===== src/analyzer_pkg.sv =====
// constants and carrier types shared by the analyzer interface block
package analyzer_pkg;
   // ========================================
   // timing
   localparam int unsigned CLK_HZ     = 25_000_000;
   localparam int unsigned BAUD       = 9600;
   localparam int unsigned BAUD_CYC   = CLK_HZ / BAUD;
   localparam int unsigned REPORT_MS  = 2000;
   localparam int unsigned REPORT_CYC = (CLK_HZ / 1000) * REPORT_MS;
   localparam int unsigned CAL_MS     = 1000;
   localparam int unsigned CAL_CYC    = (CLK_HZ / 1000) * CAL_MS;
   localparam int unsigned FIFO_DEPTH = 8;
   localparam int unsigned RPT_LEN    = 23;
   // ========================================
   // characters
   localparam logic [7:0] CH_CR   = 8'h0d;
   localparam logic [7:0] CH_LF   = 8'h0a;
   localparam logic [7:0] CH_A    = 8'h61;
   localparam logic [7:0] CH_S    = 8'h73;
   localparam logic [7:0] CH_Z    = 8'h7a;
   localparam logic [7:0] CH_T    = 8'h74;
   localparam logic [7:0] CH_LO   = 8'h4c;
   localparam logic [7:0] CH_MED  = 8'h4d;
   localparam logic [7:0] CH_HI   = 8'h48;
   localparam logic [7:0] CH_AIR  = 8'h41;
   localparam logic [7:0] CH_DASH = 8'h2d;
   localparam logic [7:0] CH_DEF  = 8'h44;
   localparam logic [7:0] CH_TRIP = 8'h54;
   // ========================================
   // types and reset values
   typedef enum logic [1:0] {
      CAL_IDLE = 2'b00,
      CAL_ZERO = 2'b01,
      CAL_SPAN = 2'b10,
      CAL_DONE = 2'b11
   } cal_e;
   typedef struct packed {
      logic        defeated;
      logic        high;
      logic        failsafe;
      logic        latching;
      logic [15:0] setpoint;
   } alarm_cfg_s;
   localparam alarm_cfg_s CFG_DEF = '{defeated: 1'b1, high: 1'b1,
      failsafe: 1'b0, latching: 1'b0, setpoint: 16'h03e8};
endpackage


===== src/analyzer_io.sv =====
// alarm relays, remote calibration, valves, range relays and serial port
//
// Contract
// - each threshold alarm trips above (high) or below (low) its setpoint
// - each alarm independently failsafe, latching, or defeated (never acts)
// - system alarm trips on any supply fault or failed self-test
// - system alarm is always failsafe and latching, never disabled
// - remote zero input high means on; on enters zero calibration
// - remote span input on enters span calibration, same levels
// - calibration returns to analysis only after its request goes off
// - cal busy contact closed during zero or span calibration only
// - with busy open the device analyzes and polls both request inputs, only the finished kind's in the done cycle
// - requests during a running calibration are dropped, not queued
// - request still on at completion restarts that calibration, busy again
// - exactly one of four range relays closed: low, medium, high, air
// - sample, zero, span, exhaust valve lines follow calibration state
// - status report every two seconds, five items in fixed order
// - every report item ends with carriage return then line feed
// - autospan or autozero command plus enter starts that calibration
// - report toggle command plus enter stops or resumes reports
// - serial link is 9600 baud, 8 data bits, no parity, 1 stop
// - factory reset sets alarms defeated, 1000 ppm, high, plain
`timescale 1ns/1ps
`default_nettype none

// ========================================
// byte fifo
module byte_fifo #(
   parameter int unsigned W = 8,
   parameter int unsigned D = 8
) (
   input  wire logic         clk,
   input  wire logic         rst,
   input  wire logic         ce,
   input  wire logic [W-1:0] in_data,
   input  wire logic         in_valid,
   output logic              in_ready,
   output logic [W-1:0]      out_data,
   output logic              out_valid,
   input  wire logic         out_ready
);
   localparam int unsigned AW = $clog2(D);
   logic [W-1:0] mem [D];
   logic [AW:0]  wp_r, rp_r, wp_nxt, rp_nxt;
   logic         push, pop;

   always_comb begin
      in_ready  = (wp_r[AW-1:0] != rp_r[AW-1:0]) || (wp_r[AW] == rp_r[AW]);
      out_valid = wp_r != rp_r;
      out_data  = mem[rp_r[AW-1:0]];
      push      = in_valid && in_ready;
      pop       = out_valid && out_ready;
      wp_nxt    = wp_r + (AW+1)'(push);
      rp_nxt    = rp_r + (AW+1)'(pop);
   end

   always_ff @(posedge clk or posedge rst) begin
      if (rst) begin
         wp_r <= '0;
         rp_r <= '0;
      end else if (ce) begin
         wp_r <= wp_nxt;
         rp_r <= rp_nxt;
      end
   end

   // storage has no reset, only pointers matter
   always_ff @(posedge clk) begin
      if (ce && push) begin
         mem[wp_r[AW-1:0]] <= in_data;
      end
   end
endmodule

// ========================================
// top
module analyzer_io #(
   parameter int unsigned REPORT_CYCLES = analyzer_pkg::REPORT_CYC,
   parameter int unsigned CAL_CYCLES    = analyzer_pkg::CAL_CYC
) (
   input  wire logic                     clk,
   input  wire logic                     rst,
   input  wire logic                     ce,
   input  wire logic [15:0]              conc,
   input  wire logic [15:0]              span_ppm,
   input  wire logic [1:0]               range_sel,
   input  wire analyzer_pkg::alarm_cfg_s cfg_in,
   input  wire logic [1:0]               cfg_wr,
   input  wire logic                     factory_reset,
   input  wire logic                     alarm_ack,
   input  wire logic [3:0]               supply_fault,
   input  wire logic                     selftest_fail,
   input  wire logic                     zero_req_pin,
   input  wire logic                     span_req_pin,
   input  wire logic                     rxd_pin,
   output logic [1:0]                    alarm_relay,
   output logic                          sys_relay,
   output logic                          cal_busy,
   output logic                          low_range_indicator,
   output logic                          medium_range_indicator,
   output logic                          high_range_indicator,
   output logic                          air_cal_range_indicator,
   output logic                          valve_sample,
   output logic                          valve_zero,
   output logic                          valve_span,
   output logic                          valve_exhaust,
   output logic [1:0]                    alarm_defeated_report,
   output logic [1:0]                    alarm_tripped_report,
   output logic                          report_on,
   output logic                          txd
);
   // ========================================
   // threshold and system alarms
   analyzer_pkg::alarm_cfg_s cfg_r [2];
   analyzer_pkg::alarm_cfg_s cfg_nxt [2];
   logic [1:0] act_r, act_nxt, relay_r, relay_nxt;
   logic       sys_act_r, sys_act_nxt, sys_cond;

   for (genvar i = 0; i < 2; i++) begin : g_alarm
      logic cond;
      always_comb begin
         cfg_nxt[i] = factory_reset ? analyzer_pkg::CFG_DEF :
                      cfg_wr[i] ? cfg_in : cfg_r[i];
         cond = cfg_r[i].high ? (conc > cfg_r[i].setpoint)
                              : (conc < cfg_r[i].setpoint);
         // set wins over acknowledge
         act_nxt[i] = !cfg_r[i].defeated && (cond ||
                      (cfg_r[i].latching && act_r[i] && !alarm_ack));
         relay_nxt[i] = cfg_r[i].failsafe ? !act_nxt[i] : act_nxt[i];
      end
      always_ff @(posedge clk or posedge rst) begin
         if (rst) begin
            cfg_r[i] <= analyzer_pkg::CFG_DEF;
         end else if (ce) begin
            cfg_r[i] <= cfg_nxt[i];
         end
      end
   end

   always_comb begin
      sys_cond    = (|supply_fault) || selftest_fail;
      sys_act_nxt = sys_cond || (sys_act_r && !alarm_ack);
   end

   always_ff @(posedge clk or posedge rst) begin
      if (rst) begin
         act_r     <= 2'h0;
         relay_r   <= 2'h0;
         sys_act_r <= 1'b0;
         sys_relay <= 1'b1;
      end else if (ce) begin
         act_r     <= act_nxt;
         relay_r   <= relay_nxt;
         sys_act_r <= sys_act_nxt;
         sys_relay <= !sys_act_nxt;
      end
   end
   assign alarm_relay = relay_r;

   // ========================================
   // pin synchronisers, three flops, agree on last two
   logic [2:0] zs_r, ss_r, rs_r;
   logic       zreq_r, sreq_r, rx_lvl_r;

   always_ff @(posedge clk or posedge rst) begin
      if (rst) begin
         zs_r     <= 3'h0;
         ss_r     <= 3'h0;
         rs_r     <= 3'h7;
         zreq_r   <= 1'b0;
         sreq_r   <= 1'b0;
         rx_lvl_r <= 1'b1;
      end else if (ce) begin
         zs_r <= {zs_r[1:0], zero_req_pin};
         ss_r <= {ss_r[1:0], span_req_pin};
         rs_r <= {rs_r[1:0], rxd_pin};
         if (zs_r[1] == zs_r[2]) zreq_r <= zs_r[2];
         if (ss_r[1] == ss_r[2]) sreq_r <= ss_r[2];
         if (rs_r[1] == rs_r[2]) rx_lvl_r <= rs_r[2];
      end
   end

   // ========================================
   // serial receiver and command parser
   localparam logic [11:0] BAUD_M1 = 12'(analyzer_pkg::BAUD_CYC - 1);
   localparam logic [11:0] BAUD_H  = 12'(analyzer_pkg::BAUD_CYC / 2);
   logic       rx_busy_r, rx_busy_nxt, rx_vld_r, rx_vld_nxt;
   logic [11:0] rx_cnt_r, rx_cnt_nxt;
   logic [3:0] rx_bit_r, rx_bit_nxt;
   logic [7:0] rx_sh_r, rx_sh_nxt, c0_r, c0_nxt, c1_r, c1_nxt;
   logic       cmd_zero, cmd_span, rpt_en_r, rpt_en_nxt;

   always_comb begin
      rx_busy_nxt = rx_busy_r;
      rx_cnt_nxt  = rx_cnt_r;
      rx_bit_nxt  = rx_bit_r;
      rx_sh_nxt   = rx_sh_r;
      rx_vld_nxt  = 1'b0;
      if (!rx_busy_r) begin
         if (!rx_lvl_r) begin
            rx_busy_nxt = 1'b1;
            rx_cnt_nxt  = BAUD_H;
            rx_bit_nxt  = 4'h0;
         end
      end else if (rx_cnt_r != 12'h000) begin
         rx_cnt_nxt = rx_cnt_r - 12'h001;
      end else begin
         rx_cnt_nxt = BAUD_M1;
         rx_bit_nxt = rx_bit_r + 4'h1;
         if (rx_bit_r == 4'h0 && rx_lvl_r) begin
            rx_busy_nxt = 1'b0;
         end else if (rx_bit_r == 4'h9) begin
            rx_busy_nxt = 1'b0;
            rx_vld_nxt  = rx_lvl_r;
         end else if (rx_bit_r != 4'h0) begin
            rx_sh_nxt = {rx_lvl_r, rx_sh_r[7:1]};
         end
      end
      // commands are two letters then enter
      c0_nxt     = rx_vld_r ? rx_sh_r : c0_r;
      c1_nxt     = rx_vld_r ? c0_r : c1_r;
      cmd_zero   = rx_vld_r && rx_sh_r == analyzer_pkg::CH_CR &&
                   {c1_r, c0_r} == {analyzer_pkg::CH_A, analyzer_pkg::CH_Z};
      cmd_span   = rx_vld_r && rx_sh_r == analyzer_pkg::CH_CR &&
                   {c1_r, c0_r} == {analyzer_pkg::CH_A, analyzer_pkg::CH_S};
      rpt_en_nxt = rpt_en_r ^ (rx_vld_r &&
                   rx_sh_r == analyzer_pkg::CH_CR &&
                   {c1_r, c0_r} == {analyzer_pkg::CH_S, analyzer_pkg::CH_T});
   end

   always_ff @(posedge clk or posedge rst) begin
      if (rst) begin
         rx_busy_r <= 1'b0;
         rx_cnt_r  <= 12'h000;
         rx_bit_r  <= 4'h0;
         rx_sh_r   <= 8'h00;
         rx_vld_r  <= 1'b0;
         c0_r      <= 8'h00;
         c1_r      <= 8'h00;
         rpt_en_r  <= 1'b1;
      end else if (ce) begin
         rx_busy_r <= rx_busy_nxt;
         rx_cnt_r  <= rx_cnt_nxt;
         rx_bit_r  <= rx_bit_nxt;
         rx_sh_r   <= rx_sh_nxt;
         rx_vld_r  <= rx_vld_nxt;
         c0_r      <= c0_nxt;
         c1_r      <= c1_nxt;
         rpt_en_r  <= rpt_en_nxt;
      end
   end
   assign report_on = rpt_en_r;

   // ========================================
   // calibration sequencer
   analyzer_pkg::cal_e st_r, st_nxt;
   logic        kind_span_r, kind_span_nxt;
   logic [25:0] cal_cnt_r, cal_cnt_nxt;
   logic [3:0]  range_r;
   logic [3:0]  valve_r, valve_nxt;
   logic        busy_nxt;

   always_comb begin
      st_nxt        = st_r;
      kind_span_nxt = kind_span_r;
      cal_cnt_nxt   = cal_cnt_r + 26'h1;
      unique case (st_r)
         analyzer_pkg::CAL_IDLE: begin
            // both requests polled only here, so busy-time requests are simply lost
            cal_cnt_nxt = 26'h0;
            if (zreq_r || cmd_zero) begin
               st_nxt        = analyzer_pkg::CAL_ZERO;
               kind_span_nxt = 1'b0;
            end else if (sreq_r || cmd_span) begin
               st_nxt        = analyzer_pkg::CAL_SPAN;
               kind_span_nxt = 1'b1;
            end
         end
         analyzer_pkg::CAL_ZERO, analyzer_pkg::CAL_SPAN: begin
            if (cal_cnt_r == 26'(CAL_CYCLES - 1)) begin
               st_nxt = analyzer_pkg::CAL_DONE;
            end
         end
         analyzer_pkg::CAL_DONE: begin
            cal_cnt_nxt = 26'h0;
            if (kind_span_r ? sreq_r : zreq_r) begin
               st_nxt = kind_span_r ? analyzer_pkg::CAL_SPAN
                                    : analyzer_pkg::CAL_ZERO;
            end else begin
               st_nxt = analyzer_pkg::CAL_IDLE;
            end
         end
      endcase
      busy_nxt  = st_nxt == analyzer_pkg::CAL_ZERO ||
                  st_nxt == analyzer_pkg::CAL_SPAN;
      valve_nxt = {busy_nxt, st_nxt == analyzer_pkg::CAL_SPAN,
                   st_nxt == analyzer_pkg::CAL_ZERO, !busy_nxt};
   end

   always_ff @(posedge clk or posedge rst) begin
      if (rst) begin
         st_r        <= analyzer_pkg::CAL_IDLE;
         kind_span_r <= 1'b0;
         cal_cnt_r   <= 26'h0;
         cal_busy    <= 1'b0;
         valve_r     <= 4'h1;
         range_r     <= 4'h1;
      end else if (ce) begin
         st_r        <= st_nxt;
         kind_span_r <= kind_span_nxt;
         cal_cnt_r   <= cal_cnt_nxt;
         cal_busy    <= busy_nxt;
         valve_r     <= valve_nxt;
         range_r     <= 4'h1 << range_sel;
      end
   end
   assign {valve_exhaust, valve_span, valve_zero, valve_sample} = valve_r;
   assign {air_cal_range_indicator, high_range_indicator,
           medium_range_indicator, low_range_indicator} = range_r;
   assign alarm_tripped_report  = act_r;
   assign alarm_defeated_report = {cfg_r[1].defeated, cfg_r[0].defeated};

   // ========================================
   // status report, fifo and transmitter
   logic [25:0] tick_r, tick_nxt;
   logic        seq_r, seq_nxt, f_ready, f_valid;
   logic [4:0]  idx_r, idx_nxt;
   logic [15:0] conc_s_r, span_s_r;
   logic [1:0]  rng_s_r;
   logic        snap;
   logic [7:0]  rpt_byte, f_data;
   logic        tx_busy_r, tx_busy_nxt, txd_nxt;
   logic [11:0] tx_cnt_r, tx_cnt_nxt;
   logic [3:0]  tx_bit_r, tx_bit_nxt;
   logic [8:0]  tx_sh_r, tx_sh_nxt;

   function automatic logic [7:0] hex(input logic [3:0] n);
      return (n < 4'ha) ? 8'h30 + {4'h0, n} : 8'h37 + {4'h0, n};
   endfunction

   always_comb begin
      tick_nxt = (tick_r == 26'(REPORT_CYCLES - 1)) ? 26'h0
                                                     : tick_r + 26'h1;
      snap     = tick_r == 26'h0 && rpt_en_r && !seq_r;
      seq_nxt  = seq_r;
      idx_nxt  = idx_r;
      if (snap) begin
         seq_nxt = 1'b1;
         idx_nxt = 5'h0;
      end else if (seq_r && f_ready) begin
         idx_nxt = idx_r + 5'h1;
         seq_nxt = idx_r != 5'(analyzer_pkg::RPT_LEN - 1);
      end
      unique case (idx_r)
         5'h00: rpt_byte = hex(conc_s_r[15:12]);
         5'h01: rpt_byte = hex(conc_s_r[11:8]);
         5'h02: rpt_byte = hex(conc_s_r[7:4]);
         5'h03: rpt_byte = hex(conc_s_r[3:0]);
         5'h06: rpt_byte = rng_s_r == 2'h0 ? analyzer_pkg::CH_LO :
                           rng_s_r == 2'h1 ? analyzer_pkg::CH_MED :
                           rng_s_r == 2'h2 ? analyzer_pkg::CH_HI :
                                             analyzer_pkg::CH_AIR;
         5'h09: rpt_byte = hex(span_s_r[15:12]);
         5'h0a: rpt_byte = hex(span_s_r[11:8]);
         5'h0b: rpt_byte = hex(span_s_r[7:4]);
         5'h0c: rpt_byte = hex(span_s_r[3:0]);
         5'h0f, 5'h10: rpt_byte = cfg_r[idx_r[0] ? 0 : 1].defeated ?
                           analyzer_pkg::CH_DEF : analyzer_pkg::CH_DASH;
         5'h13, 5'h14: rpt_byte = act_r[idx_r[0] ? 0 : 1] ?
                           analyzer_pkg::CH_TRIP : analyzer_pkg::CH_DASH;
         5'h04, 5'h07, 5'h0d, 5'h11, 5'h15:
            rpt_byte = analyzer_pkg::CH_CR;
         default: rpt_byte = analyzer_pkg::CH_LF;
      endcase
      // transmitter, stop bit rides in the shifter
      tx_busy_nxt = tx_busy_r;
      tx_cnt_nxt  = tx_cnt_r;
      tx_bit_nxt  = tx_bit_r;
      tx_sh_nxt   = tx_sh_r;
      txd_nxt     = txd;
      if (!tx_busy_r) begin
         if (f_valid) begin
            tx_busy_nxt = 1'b1;
            tx_sh_nxt   = {1'b1, f_data};
            txd_nxt     = 1'b0;
            tx_cnt_nxt  = BAUD_M1;
            tx_bit_nxt  = 4'h0;
         end
      end else if (tx_cnt_r != 12'h000) begin
         tx_cnt_nxt = tx_cnt_r - 12'h001;
      end else if (tx_bit_r == 4'h9) begin
         tx_busy_nxt = 1'b0;
      end else begin
         txd_nxt    = tx_sh_r[0];
         tx_sh_nxt  = {1'b1, tx_sh_r[8:1]};
         tx_bit_nxt = tx_bit_r + 4'h1;
         tx_cnt_nxt = BAUD_M1;
      end
   end

   always_ff @(posedge clk or posedge rst) begin
      if (rst) begin
         tick_r    <= 26'h0;
         seq_r     <= 1'b0;
         idx_r     <= 5'h0;
         conc_s_r  <= 16'h0000;
         span_s_r  <= 16'h0000;
         rng_s_r   <= 2'h0;
         tx_busy_r <= 1'b0;
         tx_cnt_r  <= 12'h000;
         tx_bit_r  <= 4'h0;
         tx_sh_r   <= 9'h1ff;
         txd       <= 1'b1;
      end else if (ce) begin
         tick_r    <= tick_nxt;
         seq_r     <= seq_nxt;
         idx_r     <= idx_nxt;
         if (snap) begin
            conc_s_r <= conc;
            span_s_r <= span_ppm;
            rng_s_r  <= range_sel;
         end
         tx_busy_r <= tx_busy_nxt;
         tx_cnt_r  <= tx_cnt_nxt;
         tx_bit_r  <= tx_bit_nxt;
         tx_sh_r   <= tx_sh_nxt;
         txd       <= txd_nxt;
      end
   end

   byte_fifo #(.W(8), .D(analyzer_pkg::FIFO_DEPTH)) u_fifo (
      .clk       (clk),
      .rst       (rst),
      .ce        (ce),
      .in_data   (rpt_byte),
      .in_valid  (seq_r),
      .in_ready  (f_ready),
      .out_data  (f_data),
      .out_valid (f_valid),
      .out_ready (!tx_busy_r)
   );

   // ========================================
   // checks
   property p_busy;
      @(posedge clk) disable iff (rst)
      cal_busy == (st_r == analyzer_pkg::CAL_ZERO ||
                   st_r == analyzer_pkg::CAL_SPAN);
   endproperty
   a_busy: assert property (p_busy) else $error("busy mismatch");
   property p_drop;
      @(posedge clk) disable iff (rst)
      (st_r == analyzer_pkg::CAL_ZERO && ce && (sreq_r || cmd_span))
      |=> st_r != analyzer_pkg::CAL_SPAN;
   endproperty
   a_drop: assert property (p_drop) else $error("request queued");
   property p_again;
      @(posedge clk) disable iff (rst)
      (st_r == analyzer_pkg::CAL_DONE && ce && !kind_span_r && zreq_r)
      |=> st_r == analyzer_pkg::CAL_ZERO ##1 cal_busy;
   endproperty
   a_again: assert property (p_again) else $error("no restart");
   property p_range;
      @(posedge clk) disable iff (rst) $onehot(range_r);
   endproperty
   a_range: assert property (p_range) else $error("range relays");
   property p_syslatch;
      @(posedge clk) disable iff (rst)
      (sys_act_r && !alarm_ack && ce) |=> sys_act_r && !sys_relay;
   endproperty
   a_syslatch: assert property (p_syslatch) else $error("sys drop");
   property p_defeat;
      @(posedge clk) disable iff (rst)
      (cfg_r[0].defeated && ce) |=> !act_r[0];
   endproperty
   a_defeat: assert property (p_defeat) else $error("defeated act");
   property p_valve;
      @(posedge clk) disable iff (rst)
      cal_busy |-> !valve_sample && valve_exhaust &&
                   (valve_zero != valve_span);
   endproperty
   a_valve: assert property (p_valve) else $error("valve lines");
   property p_txidle;
      @(posedge clk) disable iff (rst)
      (!tx_busy_r && !f_valid && ce) |=> txd;
   endproperty
   a_txidle: assert property (p_txidle) else $error("line not idle");
   property p_crlf;
      @(posedge clk) disable iff (rst)
      (seq_r && idx_r == 5'h05) |-> rpt_byte == analyzer_pkg::CH_LF;
   endproperty
   a_crlf: assert property (p_crlf) else $error("no line feed");
endmodule
`default_nettype wire


===== config.mk =====
export PLATFORM = sky130hd
export DESIGN_NAME = analyzer_io
export DESIGN_NICKNAME = d
export VERILOG_FILES = /design/src/analyzer_pkg.sv /design/src/analyzer_io.sv
export SDC_FILE = /design/constraint.sdc
export NUM_CORES = 1
export LEC_CHECK = 0
export BUFFER_PORTS_ARGS = -buffer_cell sky130_fd_sc_hd__buf_4
export CORE_ASPECT_RATIO = 0.8
export CORE_MARGIN = 8
export CORE_UTILIZATION = 25
export CTS_CLUSTER_SIZE = 24
export DETAILED_ROUTE_END_ITERATION = 16
export GPL_TIMING_DRIVEN = 1
export HOLD_SLACK_MARGIN = 0.15
export SLEW_MARGIN = 20
export SYNTH_ARGS = -nofsm -noshare
export SYNTH_HDL_FRONTEND = slang
export SYNTH_SLANG_ARGS = --single-unit

===== constraint.sdc =====
create_clock -name clk -period 8.7 [get_ports clk]
set_input_delay 0.87 -clock clk [delete_from_list [all_inputs] [get_ports clk]]
set_output_delay 0.87 -clock clk [all_outputs]
set_load 0.01 [all_outputs]

# Word-level counts from Yosys, hierarchy flattened
# Memories as Yosys holds them, arrays and structs flattened.
# Index checks and enable logic that the tools add are counted.
[totals]
register_bits = 240
latchBits = 0
ram_bits = 56
mem_bits_ro = 0
input_bits = 69
out_inout_bits = 18
wordCells = 285
n_memories = 1
[op_classes]
n_addsub = 25
mul = 0
div_mod_pow = 0
n_lt_le_gt_ge = 14
eq_ne = 44
shifts = 1
n_mux = 81
bitwise = 5
reduce_logical = 67
[memory_table]
columns = ["memory", "words", "word_bits", "read_ports", "rd_ports_with_merged_regs", "wr", "line_no", "text"]
rows = [
  ["u_fifo.mem", 8, 7, 1, 0, 1, "analyzer_io.sv:43", "logic [W-1:0] mem [D];"],
]
[op_table]
columns = ["operator", "count"]
rows = [
  ["two-way mux 20 bit", 7],
  ["adder 6 x 4 -> 7 bit (first input constant)", 16],
  ["two-way mux 12 bit", 7],
  ["case mux 7 bit (12 select lines)", 1],
  ["two-way mux 7 bit", 10],
  ["adder 26 x 1 -> 26 bit (second input constant)", 2],
  ["two-way mux 26 bit", 2],
  ["== test 16 x 15 -> 1 bit (second input constant)", 3],
  ["two-way mux 4 bit", 10],
  ["two-way mux 9 bit", 4],
  ["greater-or-equal comparator 32 x 2 -> 1 bit (second input constant)", 1],
  ["greater-than comparator 16 bit", 2],
  ["< comparator 16 bit", 2],
  ["< comparator 4 bit (second input constant)", 8],
  ["two-way mux 1 bit", 32],
  ["inverter 32 bit", 1],
  ["== test 5 x 4 -> 1 bit (second input constant)", 6],
  ["== test 26 x 25 -> 1 bit (second input constant)", 1],
  ["== test 26 bit (second input constant)", 1],
  ["zero test 26 bit", 1],
  ["== test 5 bit (second input constant)", 5],
  ["nonzero test 12 bit", 2],
  ["subtractor 12 x 1 -> 12 bit (second input constant)", 2],
  ["AND reduction 2 bit", 9],
  ["other kinds (38)", 102],
]

# Longest topological paths before layout
# Gate-level depths: netlist of the first run.
[depth]
depth_word = 10
ltp_mapped = 10

# By module
# A second synthesis of the first run with hierarchy kept.
[hier_totals]
hier_cells = 1465
hier_area_um2 = 15401.0
[by_module_without_submodules]
columns = ["mod", "n_inst", "cells_each", "area_per_inst_um2"]
rows = [
  ["analyzer_io", 1, 1321, 12400.6],
  ["byte_fifo", 1, 144, 3000.4],
]

# Worst setup path after synthesis of the first run
# No wires, ideal clock.
[synth_timing]
path_type = "input -> register"
start = "in ce"
end = "mem u_fifo.mem[0][0] (netlist bit) (enable)"
setup_time_ns = 0.380
arrival_ns = 2.396
required_ns = 8.320
slack_ns = 5.924
stages = 6
path_cell_list = "buf_2 buf_1 and2_1 clkbuf_1 nand2b_1 nor3_1"
[synth_between]
elab_chain_len = 3
[synth_lines]
columns = ["item", "line_no", "text"]
rows = [
  ["from (decl)", "analyzer_io.sv:83", "input wire logic ce,"],
  ["logical AND 1 bit", "analyzer_io.sv:69", "if (ce && push) begin"],
  ["two-way mux 1 bit", "analyzer_io.sv:69", ""],
  ["two-way mux 1 bit (implied by the code)", "analyzer_io.sv:70", "mem[wp_r[AW-1:0]] <= in_data;"],
  ["to (decl)", "analyzer_io.sv:43", ""],
]
# No other way between the ends.

# Worst setup path after layout of the first run
[layout_timing]
start = "reg u_fifo.rp_r[0]"
end = "mem u_fifo.mem[1][5] (netlist bit) (enable)"
[layout_between]
elab_chain_len = 6
[layout_lines]
columns = ["item", "line_no", "text"]
rows = [
  ["from (decl)", "analyzer_io.sv:44", "logic [AW:0] wp_r, rp_r, wp_nxt, rp_nxt;"],
  ["from (signal assigned)", "analyzer_io.sv:63", "rp_r <= rp_nxt;"],
  ["inequality test 3 bit", "analyzer_io.sv:48", "in_ready = (wp_r[AW-1:0] != rp_r[AW-1:0]) || (wp_r[AW] == rp_r[AW]);"],
  ["logical OR 1 bit", "analyzer_io.sv:48", ""],
  ["logical AND 1 bit", "analyzer_io.sv:51", "push = in_valid && in_ready;"],
  ["logical AND 1 bit", "analyzer_io.sv:69", ""],
  ["two-way mux 1 bit", "analyzer_io.sv:69", ""],
  ["two-way mux 1 bit (implied by the code)", "analyzer_io.sv:70", ""],
]
# No other way between the ends.

==> results.md, run 1 <==
Outcome:
- The run finished with clean final reports.

Clocking:
- Buffers added to address setup during post-CTS repair amount to 0.
- The clock latency on the worst-skew pair is 0.59 ns.
- The number of H-tree levels is 1.
- The number of sinks on the clock net is 294.
- The cell sitting at the root of the clock tree is a sky130_fd_sc_hd__clkbuf_16.
- The number of buffers created by CTS is 31.
- TritonCTS built the clock tree.
- The number of buffers added to fix hold violations after cts is 0.
- Clock-pin slew was measured on the worst setup and hold paths at around 0.060 ns.
- The clock passes through at most 3 buffers.
- The number of instances resized during post-cts repair is 0.

Finish:
- In the final design database the tool counted 1674 nets.
- Of the cells placed in the final design, the portion with a size suffix greater than 1 is 17.1%.
- The final instance area is ~18000 um2.
- The layout overhead on the synthesized area is 16.9%.
- The multi-input combinational cells in the finished layout cover a total of 6740 um2.
- The register area is 7680 um2.
- The layout has 6197 filler cells.

Synth:
- Synthesis produced 1471 cells.
- The number of warning messages in the yosys log is 0.
- The number of enable-type register cells in the synthesized netlist is 56.
- The number of nets in the synthesized netlist is 1604.
- Counting distinct cell types in the post-synthesis netlist gives approximately 70.
- The number of synthesized register bits is between 200 and 300.
- After synthesis, the share of flip-flops with an asynchronous set or reset is roughly 81%.
- For this run, the leading register cell type out of synthesis is sky130_fd_sc_hd__dfrtp_1.
- Dividing the synthesized area by the synthesized cell count gives 10.2 um2.
- For this run, the register share of the synthesized area comes to 51.2%.
- The mapped cell area is 15000 um2.

STA:
- Headroom to the max-slew limit came out at 36.3%.
- The setup TNS is 0 ns.
- The clock period could shrink to 3.18 ns.
- The final critical-path share of the clock period is 36.5%.
- The total count of hold-check failures in the final report was 0.
- The maximum frequency from static timing analysis is between 0.3 and 0.4 GHz.
- The number of max-slew violations in the final report is 0.
- The slew at the pin closest to its max-slew limit is 0.956 ns.
- The total setup violations reported at the end of the flow is 0.
- The worst clock skew is 0.0309 ns.
- Setup repair after global routing left no endpoint under its margin.

Power and ir drop:
- Across the VDD grid, the largest voltage drop is 0.144 mV.
- Power spread over the standard cell area amounts to roughly 200 nW/um2.
- In this run the static leakage power is around 7.5 nW.

Setup path:
- The cell family with the largest share of critical-path delay is simple AND/OR/NAND/NOR gates.
- For this run, the slowest stage of the critical path takes 0.97 ns.
- The element type at the critical path start is a flip-flop.
- Walking the worst path, the cells encountered are xor2_1, nor3_1, a21boi_0, and2_1, nand2_1, nor3_1.
- The endpoint required time on the critical path is 8.88 ns.
- The kind of capture point of the worst setup path is a flip-flop.
- Among the stages of the critical path, the cell type that occurs most often is sky130_fd_sc_hd__nor3_1.
- Along the worst path, the maximum fanout reaches 17.
- The critical path in this run is classified as reg -> reg.
- Data arrives at the worst endpoint at 3.36 ns.
- The setup check on the worst reg-to-reg path leaves a slack of 5.52 ns.
- The count of buffer and inverter cells on the critical path is 0.
- Among all stages on the critical path, the largest delay is contributed by sky130_fd_sc_hd__dfrtp_1.

Drt:
- The DRC violation count after routing is 0.
- The number of iterations in the first detailed-routing pass is 5.
- After detailed routing, the number of vias per cell comes to 4.69.
- The routed via count is 10999.
- The count of nets left with antenna violations after detail routing is 0.
- The detailed-route wire length is 35100 um.
- Dividing the detail-routed wire length by the instance count gives 15.0 um.
- The number of DRC markers after the initial detailed-route iteration is between 600 and 700.

Global routing:
- The wire length of the first global-routing pass is approximately 59000 um.
- The pin count of the biggest net entering global routing is 110.
- The global-route total usage across every layer is about a tenth.
- The number of global-route vias before repair is 11200.
- The number of antenna violations at the first check in global routing is 0.
- The residual overflow from global routing is 0.

Floorplanning:
- The full die area is 68100 um2.
- Once the floorplan was initialized, standard cells occupied 25.2% of the core.
- In this run the standard cell core region covers between 50000 and 60000 um2.
- The number of core rows is 80.
- Measured along the x axis, the die boundary spans roughly 290 um.
- The die boundary height is about 240 um.
- The total I/O pin count is 87.

Placement:
- Once placement finished, the instance area stood at about 16000 um2.
- During placement, the flow inserted port buffers numbering 86.
- The total half-perimeter wirelength after legalization and detailed placement is 25600 um.
- Routability-driven placement finished with a final weighted congestion of about 0.88.

Worst hold path:
- The min-delay analysis places its worst path in the category in -> async.

Run:
- The number of violations of the max-capacitance limit is 0.
-- where the power goes --
| group | internal (mW) | switching (mW) | total [mW] |
|---|---|---|---|
| sequential | 1.55 | 0.127 | 1.67 |
| clock | 0.833 | 0.547 | 1.38 |
| combinational | 0.228 | 0.311 | 0.539 |
| total | 2.61 | 0.985 | 3.59 |
-- flip-flops by register name (all words and copies together), names as in the netlist, 5 cells and up --
| signal | cells |
|---|---|
| idx_r | 5 |
| c0_r | 8 |
| tick_r | 26 |
| conc_s_r | 16 |
| c1_r | 8 |
| rx_sh_r | 8 |
| cal_cnt_r | 26 |
| cfg_r | 38 |
| span_s_r | 16 |
| tx_sh_r | 8 |
| rx_cnt_r | 12 |
| tx_cnt_r | 12 |
| u_fifo.mem | 56 |
-- layout by cell type (no fill, tap or decap), drive strengths merged, types with 52 or more instances in the layout --
| master | Yosys | final |
|---|---|---|
| dfrtp | 205 | 205 |
| nor2 | 134 | 134 |
| nand3 | 52 | 52 |
| edfxtp | 56 | 56 |
| o21ai | 132 | 132 |
| buf | 20 | 95 |
| ha | 64 | 64 |
| inv | 93 | 94 |
| a21oi | 68 | 68 |
| mux2 | 57 | 57 |
| nand2 | 156 | 156 |
-- synth_stat cells (all sizes together) (33+ instances only) --
| library cell | instances | area, um2 |
|---|---|---|
| nand3 | 52 | 260 |
| edfxtp | 56 | 1680 |
| nor2 | 134 | 503 |
| o21ai | 132 | 661 |
| inv | 93 | 349 |
| dfstp | 33 | 867 |
| xnor2 | 38 | 333 |
| nand2 | 156 | 586 |
| xor2 | 36 | 315 |
| dfrtp | 205 | 5130 |
| a21oi | 68 | 340 |
| mux2 | 57 | 642 |
| ha | 64 | 801 |
| clkbuf | 38 | 143 |
-- metrics by stage --
stage          total power [mW]  hold slack [ns]  setup slack, ns  util (%)  instances
3_5_place_dp               2.24            0.449             4.99      27.7       2287
5_1_grt                    3.78            0.471             5.10      29.5       2345
6_report                   3.59            0.449             5.52      29.5       2346
2_1_floorplan              2.03            0.441             1.35         -       1471
4_1_cts                    3.64            0.458             5.46      29.5       2345
3_3_place_gp               2.21            0.449             5.07      27.7       2287
-- final cells by class --
type                            count  share of cell area, %
Tap cell                          779                   5.56
Clock buffer                       39                   4.82
Multi-Input combinational cell   1026                   38.4
Inverter                           93                   2.03
Sequential cell                   294                   43.8
Clock inverter                     19                   1.27
Timing Repair Buffer               95                   4.07
Antenna cell                        1                 0.0143
-- worst paths after layout --
kind / cells after the start / startpoint / to
max: 6 / u_fifo.rp_r[0] / u_fifo.mem[1][5]
min: 2 / rst / tx_bit_r[0]
max reg2reg: 6 / u_fifo.rp_r[0] / u_fifo.mem[1][5]
min reg2reg: 2 / txd / txd
max in group asynchronous: 3 / rst / tick_r[6]
min in group clk: 2 / txd / txd
-- cells by family (layout without fill, tap and decap cells) --
group | after synthesis | in the layout | synth area share [%]
AOI/OAI and AO/OA | 293 | 293 | 11.5
xor gates and xnor gates | 74 | 74 | 4.32
adders and majority gates | 64 | 64 | 5.34
buffers and inverters | 151 | 246 | 4.00
DFF | 294 | 294 | 51.2
muxes | 87 | 87 | 7.45
other | 0 | 1 | 0
and+or+nand+nor | 508 | 508 | 16.2
-- layer usage --
metal  wire [um]  track usage [%]  up-vias
met5           0                0        -
met4         616             2.17        0
met3        2260             2.59       45
met2       15400             15.6      251
met1       16900             14.2     5359
li1            -                -     5344
(Power assumes the default switching activity.)
==> run 2: changes to the inputs <==
Settings changed: ABC_AREA set to 1.
Clock period 8.7 ns to 3.1 ns, I/O delays scaled along.
==> results.md, run 2 <==
Drt:
- After detailed routing, the number of vias per cell comes to 4.54.
- The count of nets left with antenna violations after detail routing is 0.
- The routed length per instance is 13.8 um.
- In this run, the number of DRC markers left after iteration 0 of detailed routing was between 800 and 900.
- Across all layers, the routed design uses 13152 vias.
- For this run, design rule violations remaining after detail routing come to 0.
- The detailed-route wire length is ~40000 um.
- Before antenna repair, the detailed router went through 7 iterations.

Finish:
- The fraction of layout cells with a size suffix above 1 is 12.3%.
- The final instance area is roughly 19000 um2.
- The fill cell instance count of the final layout is 6387.
- In the layout the commonest cells are sky130_fd_sc_hd__nand2_1 (394), sky130_fd_sc_hd__inv_1 (226), sky130_fd_sc_hd__dfrtp_1 (205), sky130_fd_sc_hd__nor2_1 (192), sky130_fd_sc_hd__o21ai_0 (178).
- Across the whole layout, storage elements account for 7680 um2.
- After the flow finishes, the layout carries non-filler instances totaling 2900.
- The multi-input combinational cells in the finished layout cover a total of about 6700 um2.
- The commonest non-fill, non-tap cell in the layout is sky130_fd_sc_hd__nand2_1.
- The layout net count is 2176.
- Measured on the finished design, the core utilization comes to 31.0%.
- The number of antenna diodes in the final layout is 0.
- The layout overhead on the synthesized area is 22.5%.
- The flip-flop count of the largest register, all copies and words added is 56.

Global routing:
- The number of antenna violations at the first check in global routing came to 0.
- The number of global-route vias before repair is 12944.
- The residual overflow from global routing is 0.
- The first global-routing pass estimated 67000 um of wire.
- For this run, the total global-route usage over all layers was measured as ~11%.
- The pin count of the biggest net entering global routing is 113.

Setup path:
- For the worst setup path, the data arrival time is approximately 3.0 ns.
- The element type at the critical path start is a flip-flop.
- The type of the worst setup path is reg -> reg.
- For the worst setup path, the data required time is 3.58 ns.
- Along the worst path, the maximum fanout reaches 13.
- STA classifies the critical path endpoint as a flip-flop.

Synth:
- The number of distinct library cell variants in the gate-level netlist after synthesis is 56.
- The most common cell in the netlist is sky130_fd_sc_hd__nand2_1.
- Sorting the synthesized cells by area gives the leading types as sky130_fd_sc_hd__dfrtp_1 (33%), sky130_fd_sc_hd__edfxtp_1 (11%), sky130_fd_sc_hd__nand2_1 (9.5%).
- Counting every instance in the synthesized netlist gives approximately 1900.
- The share of the Yosys chip area taken by registers is between 40% and 50%.
- In this run the cell area of the synthesized design comes to 15500 um2.
- Counting flops and latches in the post-synthesis netlist gives 294.
- In this run the biggest area consumer among cell types represents 33.0% of the synthesized area.
- The largest total area in the synthesized netlist belongs to sky130_fd_sc_hd__dfrtp_1.
- Yosys printed 0 warnings.
- The flip-flop cell with the highest count after synthesis is sky130_fd_sc_hd__dfrtp_1.
- The post-synthesis area per instance is 8.23 um2.
- When the netlist entered floorplanning its net count stood at between 2000 and 2500.
- The commonest cells after synthesis are sky130_fd_sc_hd__nand2_1 (394), sky130_fd_sc_hd__inv_1 (227), sky130_fd_sc_hd__dfrtp_1 (205), sky130_fd_sc_hd__nor2_1 (192), sky130_fd_sc_hd__o21ai_0 (178).
- The proportion of synthesized flip-flops having asynchronous set or reset is 81.0%.
- Yosys mapped a number of flops with a built-in enable equal to 56.

Clocking:
- The clock latency on the worst-skew pair is 0.55 ns.
- The clock slew at the register clock pins of the worst setup and hold paths is 0.06 ns.
- TritonCTS built the clock tree.
- The clock net in this run drives a total of 294 sinks.
- The root buffer cell chosen for the clock tree is sky130_fd_sc_hd__clkbuf_16.
- The number of setup buffers added after CTS is 0.
- The H-tree generated during clock tree synthesis spans 2 levels.
- The clock passes through at most 3 buffers.
- The number of buffers created by CTS is 35.

Power and ir drop:
- VDD sags by at most between 0.3 and 0.4 mV.
- Internal power comes to 8.46 mW.
- The proportion of total power due to net switching is 34.3%.
- Overall power consumption after layout is estimated at 12.9 mW.
- The fraction of power consumed by the clock network is between 30% and 40%.
- The power density of the placed cells is 677 nW/um2.
- The standby leakage power is 8.67 nW.
- Registers are responsible for 41.3% of the overall power.
- The logic gate share of total power is between 20% and 30%.
- The switching power is 4.42 mW.

STA:
- The post-route minimum period is roughly 2.5 ns.
- At the pin with the least slew margin, the transition time is 0.832 ns.
- Setup repair after global routing left no endpoint under its margin.
- The maximum frequency from static timing analysis is 0.397 GHz.
- The worst clock skew is 0.0343 ns.
- Setup violations remaining at the end of the flow were counted as 0.
- The total count of hold-check failures in the final report is 0.
- Headroom to the max-slew limit came out at 44.4%.
- The final critical-path share of the clock period is 81.3%.
- The number of max-slew violations in the final report is 0.
- The setup TNS is 0 ns.

Worst hold path:
- The worst hold path belongs to the class in -> reg.

Placement:
- The cell area after placement is 17200 um2.
- The placed instance count is around 2800.
- The total half-perimeter wirelength after legalization and detailed placement is 29500 um.
- The congestion estimate from routability-driven global placement came to between 0.8 and 0.9.
- The number of port buffers is 86.

Floorplanning:
- The starting density of the core is 25.3%.
- The number of core rows is roughly 80.
- The die boundary height is 239 um.
- The chip width is 295 um.
- The die covers 70400 um2.
- The total I/O pin count is 87.
- The region available for standard cell placement spans ~61000 um2.

Outcome:
- The run finished with clean final reports.

Run:
- The number of violations of the max-capacitance limit is 0.
run 2: changes by cell type after synthesis, sizes merged, moves of 25 or more:
| cell | before | now |
|---|---|---|
| nor2 | 134 | 196 |
| o21ai | 132 | 221 |
| xnor2 | 38 | 5 |
| nor3 | 25 | 50 |
| mux2 | 57 | 1 |
| nand3 | 52 | 86 |
| nand2b | 26 | 0 |
| nand2 | 156 | 400 |
| a21oi | 68 | 96 |
| inv | 93 | 246 |
run 2: power groups by stage:
stage / clock [mW] / combinational, mW / sequential (mW)
5_1_grt: 4.52 / 3.74 / 5.40
6_report: 4.26 / 3.31 / 5.32
4_1_cts: 4.38 / 3.31 / 5.32
3_5_place_dp: 0 / 3.22 / 5.38
3_3_place_gp: 0 / 3.18 / 5.36
2_1_floorplan: 0 / 2.27 / 5.23
run 2: final timing paths:
check | startpoint | end | slack [ns] | cells past startpoint
worst max-delay path | tick_r[0] | conc_s_r[14] | 0.58 | 10
worst min-delay path | factory_reset | alarm_defeated_report[0] | 0.21 | 4
worst max register to register | tick_r[0] | conc_s_r[14] | 0.58 | 10
worst min register to register | tx_sh_r[0] | txd | 0.45 | 2
max in group asynchronous | rst | c1_r[6] | 1.91 | 5
min in group asynchronous | rst | span_s_r[0] | 0.26 | 3
run 2: layer usage:
| layer | vias up | track usage, % | part of all wire (%) |
|---|---|---|---|
| met5 | - | 0 | 0 |
| met4 | 0 | 2.54 | 1.8 |
| met3 | 52 | 2.14 | 4.9 |
| met2 | 278 | 17.5 | 43 |
| met1 | 6236 | 16.3 | 51 |
| li1 | 6586 | - | - |
run 2: through the flow:
step	hold WS, ns	worst slack [ns]
after detailed placement	0.259	0.638
after floorplan	0.384	-0.303
after CTS	0.193	0.565
after global placement	0.253	0.635
after global routing	0.231	0.426
final	0.212	0.581
run 2: cell families after synthesis:
| logic type | count (synthesis) | synth area share, % |
|---|---|---|
| DFF | 294 | 49.4 |
| and+or+nand+nor | 818 | 23.0 |
| xor gates and xnor gates | 28 | 1.58 |
| buffers and inverters | 301 | 7.49 |
| adders and majority gates | 64 | 5.16 |
| AOI/OAI and AO/OA | 381 | 13.2 |
| muxes | 1 | 0.0725 |
run 2: cell type report:
type	count	area share, %
clock buffers	47	5.32
well taps	830	5.46
inverters	247	4.89
clock inverters	17	1.05
multi-input cells	1292	35.2
flip-flops and latches	294	40.4
repair buffers	173	7.77
run 2: timing repair:
| action | in CTS | in global routing |
|---|---|---|
| gates resized for setup | 0 | 0 |
| hold buffers | 62 | 0 |
| endpoints found under the hold margin | 235 | 0 |
run 2: critical path, cell delays in order (launching register included):
cell	delay, ns
sky130_fd_sc_hd__dfrtp_1	0.40
sky130_fd_sc_hd__inv_1	0.12
sky130_fd_sc_hd__ha_1	0.15
sky130_fd_sc_hd__nand2_1	0.06
sky130_fd_sc_hd__nor3_1	0.33
sky130_fd_sc_hd__nand4_1	0.20
sky130_fd_sc_hd__nor3_1	0.18
sky130_fd_sc_hd__nand2_1	0.41
sky130_fd_sc_hd__clkinv_1	0.42
sky130_fd_sc_hd__nand2_1	0.11
sky130_fd_sc_hd__nand2_1	0.07
==> run 3: changes to the inputs <==
Settings changed: ABC_AREA 1 to 0.
Clock period 3.1 ns to 2.2 ns, I/O delays scaled along.
==> results.md, run 3 (same netlist as run 1, synthesis figures left out) <==
Outcome:
- The run finished, with violations left.
- The checks that failed: setup timing.

STA:
- Derived from the worst setup path, the maximum achievable clock frequency is 0.414 GHz.
- Setup repair after global routing could not meet its margin everywhere.
- For the pin with the worst max-slew slack, the measured transition is roughly 0.72 ns.
- Counting I/O delays and the setup requirement, the final critical path takes 2.41 ns.
- The total count of hold-check failures in the final report came to 0.
- The slack of the critical path is -0.214 ns.
- The worst clock skew is 0.0310 ns.
- The total setup violations reported at the end of the flow is 10.
- Setup total negative slack on the finished layout was measured at -1.00 ns.
- The relative slew slack is between 50 and 60%.
- In the finished design, the share of the clock period the worst path needs comes to 110%.
- The number of max-slew violations in the final report is 0.

Power and ir drop:
- The largest voltage drop on the vdd net is 0.532 mV.
- The clock network accounts for 39.6% of the total power.
- The internal power summed over all cells is 11.5 mW.
- The sequential cell fraction of total power is a little over two fifths.
- In this run switching power makes up between 20% and 30% of total power.
- The switching power is 4.27 mW.
- The standby leakage power is 8.82 nW.
- The share of total power dissipated in combinational logic is 18.6%.
- The power density of the placed cells is 764 nW/um2.

Drt:
- The routed length per instance is 15.1 um.
- In this run the remaining antenna-violating nets after routing total 0.
- For this block, the routed nets add up to between 30000 and 40000 um of wire.
- The DRC violation count after routing is 0.
- Summing over every cut layer, the via total after detailed routing is 11956.
- The per-cell via count in the routed design is 4.64.
- The first routing iteration left slightly above 700 violations.
- Before antenna repair, the detailed router went through 5 iterations.

Clocking:
- The number of H-tree levels is 2.
- The root cell of the clock tree is sky130_fd_sc_hd__clkbuf_16.
- TritonCTS built the clock tree.
- Buffers inserted during clock tree synthesis total 34.
- Clock-pin slew was measured on the worst setup and hold paths at 0.06 ns.
- Counting every sink on the clock net gives approximately 290.
- The buffer depth of the longest clock path is 3.
- At the later pin of the worst-skew pair, clock insertion delay measures approximately 0.53 ns.

Floorplanning:
- The die covers 68100 um2.
- The number of core rows is 80.
- After floorplanning, the core was sized to cover 59500 um2.
- The chip width is 290 um.
- The die is between 200 and 250 um tall.
- The total I/O pin count is 87.
- For this configuration, the core starts out at a cell density of 25.2%.

Finish:
- The share of the core filled with cells is 34.7%.
- Leaving out fill and tap cells, the most frequent cell in the layout is sky130_fd_sc_hd__buf_4.
- 0 antenna diodes ended up in the layout.
- The layout net count is 1907.
- Leaving out fill and tap cells, the most frequent cells in the layout are sky130_fd_sc_hd__buf_4 (233), sky130_fd_sc_hd__dfrtp_1 (202), sky130_fd_sc_hd__nand2_1 (144), sky130_fd_sc_hd__nor2_1 (119), sky130_fd_sc_hd__o21ai_0 (114).
- The layout overhead on the synthesized area is 37.7%.
- Leaving out filler cells and counting taps, the final layout contains 2578.
- The fraction of layout cells with a size suffix above 1 is 31.7%.
- The fill cell instance count of the final layout is 5942.
- The flip-flop count of the largest register, all copies and words added is 56.

Global routing:
- The wire length of the first global-routing pass is 63100 um.
- The residual overflow from global routing is 0.
- The number of antenna violations at the first check in global routing came to 0.
- The number of global-route vias before repair came to 12125.
- Global routing used 10.9% of the available tracks.
- The pin count of the biggest net entering global routing is 59.

Setup path:
- On the critical path, the stage with the largest delay is an instance of sky130_fd_sc_hd__or4b_4.
- STA classifies the critical path endpoint as a flip-flop.
- The count of buffer and inverter cells on the critical path is 0.
- The element type at the critical path start is a flip-flop.
- The critical path goes through or4b_4, nor4_4, a31oi_2, a31oi_1, ha_2, mux2_4.
- The maximum single-stage delay on the critical path is 0.56 ns.
- For the worst setup path, the data arrival time is 2.85 ns.
- The type of the worst setup path is reg -> reg.
- Of all nets on the critical path, the largest fanout is 3.
- The cell family with the largest share of critical-path delay is simple AND/OR/NAND/NOR gates.
- STA puts the critical path data required time at 2.63 ns.

Placement:
- The total half-perimeter wirelength after legalization and detailed placement is 27800 um.
- The placed instance count is 2427.
- The number of port buffers is 86.
- At the end of routability-driven placement, the weighted congestion stood at 0.839.

Run:
- Max-cap violations in this run came to 0.

Worst hold path:
- The path category of the worst min-delay check is in -> reg.
[run 3: path summary, 6_finish.rpt]
path / start / endpoint / slack, ns / depth (start not counted)
max: c0_r[2] / valve_r[0] / -0.21 / 6
min: supply_fault[3] / sys_relay / 0.20 / 5
max reg2reg: c0_r[2] / valve_r[0] / -0.21 / 6
min reg2reg: tx_sh_r[2] / tx_sh_r[2] / 0.46 / 2
max in group asynchronous: rst / rs_r[2] / 1.08 / 4
min in group asynchronous: rst / conc_s_r[2] / 0.37 / 3
[run 3: what timing repair did]
action                                  in CTS  in global routing
hold buffers                                68                  0
pin swaps                                   25                 66
setup buffers                                9                 13
endpoints found under the setup margin      70                120
endpoints found under the hold margin       96                  0
gates cloned                                 0                  1
resized for setup                           52                132
[run 3: layout make-up]
type | count | area (um2) | share of cell area [%]
inverter | 93 | 353 | 1.71
tap | 779 | 975 | 4.72
timing repair buffer | 325 | 2810 | 13.6
clock inverter | 18 | 305 | 1.48
sequential | 294 | 7680 | 37.2
multi-input combinational | 1026 | 7590 | 36.8
clock buffer | 43 | 936 | 4.53
[run 3: routing by layer]
layer	global-route usage [%]	wire, um
met3	2.36	2120
met2	16.9	17300
met5	0	0
met4	2.52	610
met1	15.5	18900
[run 3: power by group through the flow]
stage	logic [mW]	clock network [mW]	registers, mW
3_3_place_gp	2.43	0	6.61
2_1_floorplan	1.47	0	6.57
6_report	2.94	6.25	6.59
4_1_cts	2.74	6.42	6.55
3_5_place_dp	2.52	0	6.64
5_1_grt	3.28	6.65	6.66
[run 3: through the flow]
stage	setup WS, ns	hold WS (ns)	power [mW]	instance area [um2]
3_5_place_dp	-0.245	0.371	9.15	17700
6_report	-0.214	0.200	15.8	20600
4_1_cts	-0.166	0.166	15.7	20000
5_1_grt	-0.307	0.209	16.6	20600
2_1_floorplan	-1.11	0.320	8.04	15100
3_3_place_gp	-0.190	0.366	9.03	17700
[run 3: worst reg2reg max path, delay by kind of cell, from the launching register on]
| kind | cells | cell delay [ns] |
|---|---|---|
| flip-flops | 1 | 0.38 |
| AND/OR/NAND/NOR | 2 | 0.92 |
| adder cells (fa/ha/maj) | 1 | 0.33 |
| multiplexers | 1 | 0.26 |
| AO/OA/AOI/OAI | 2 | 0.45 |
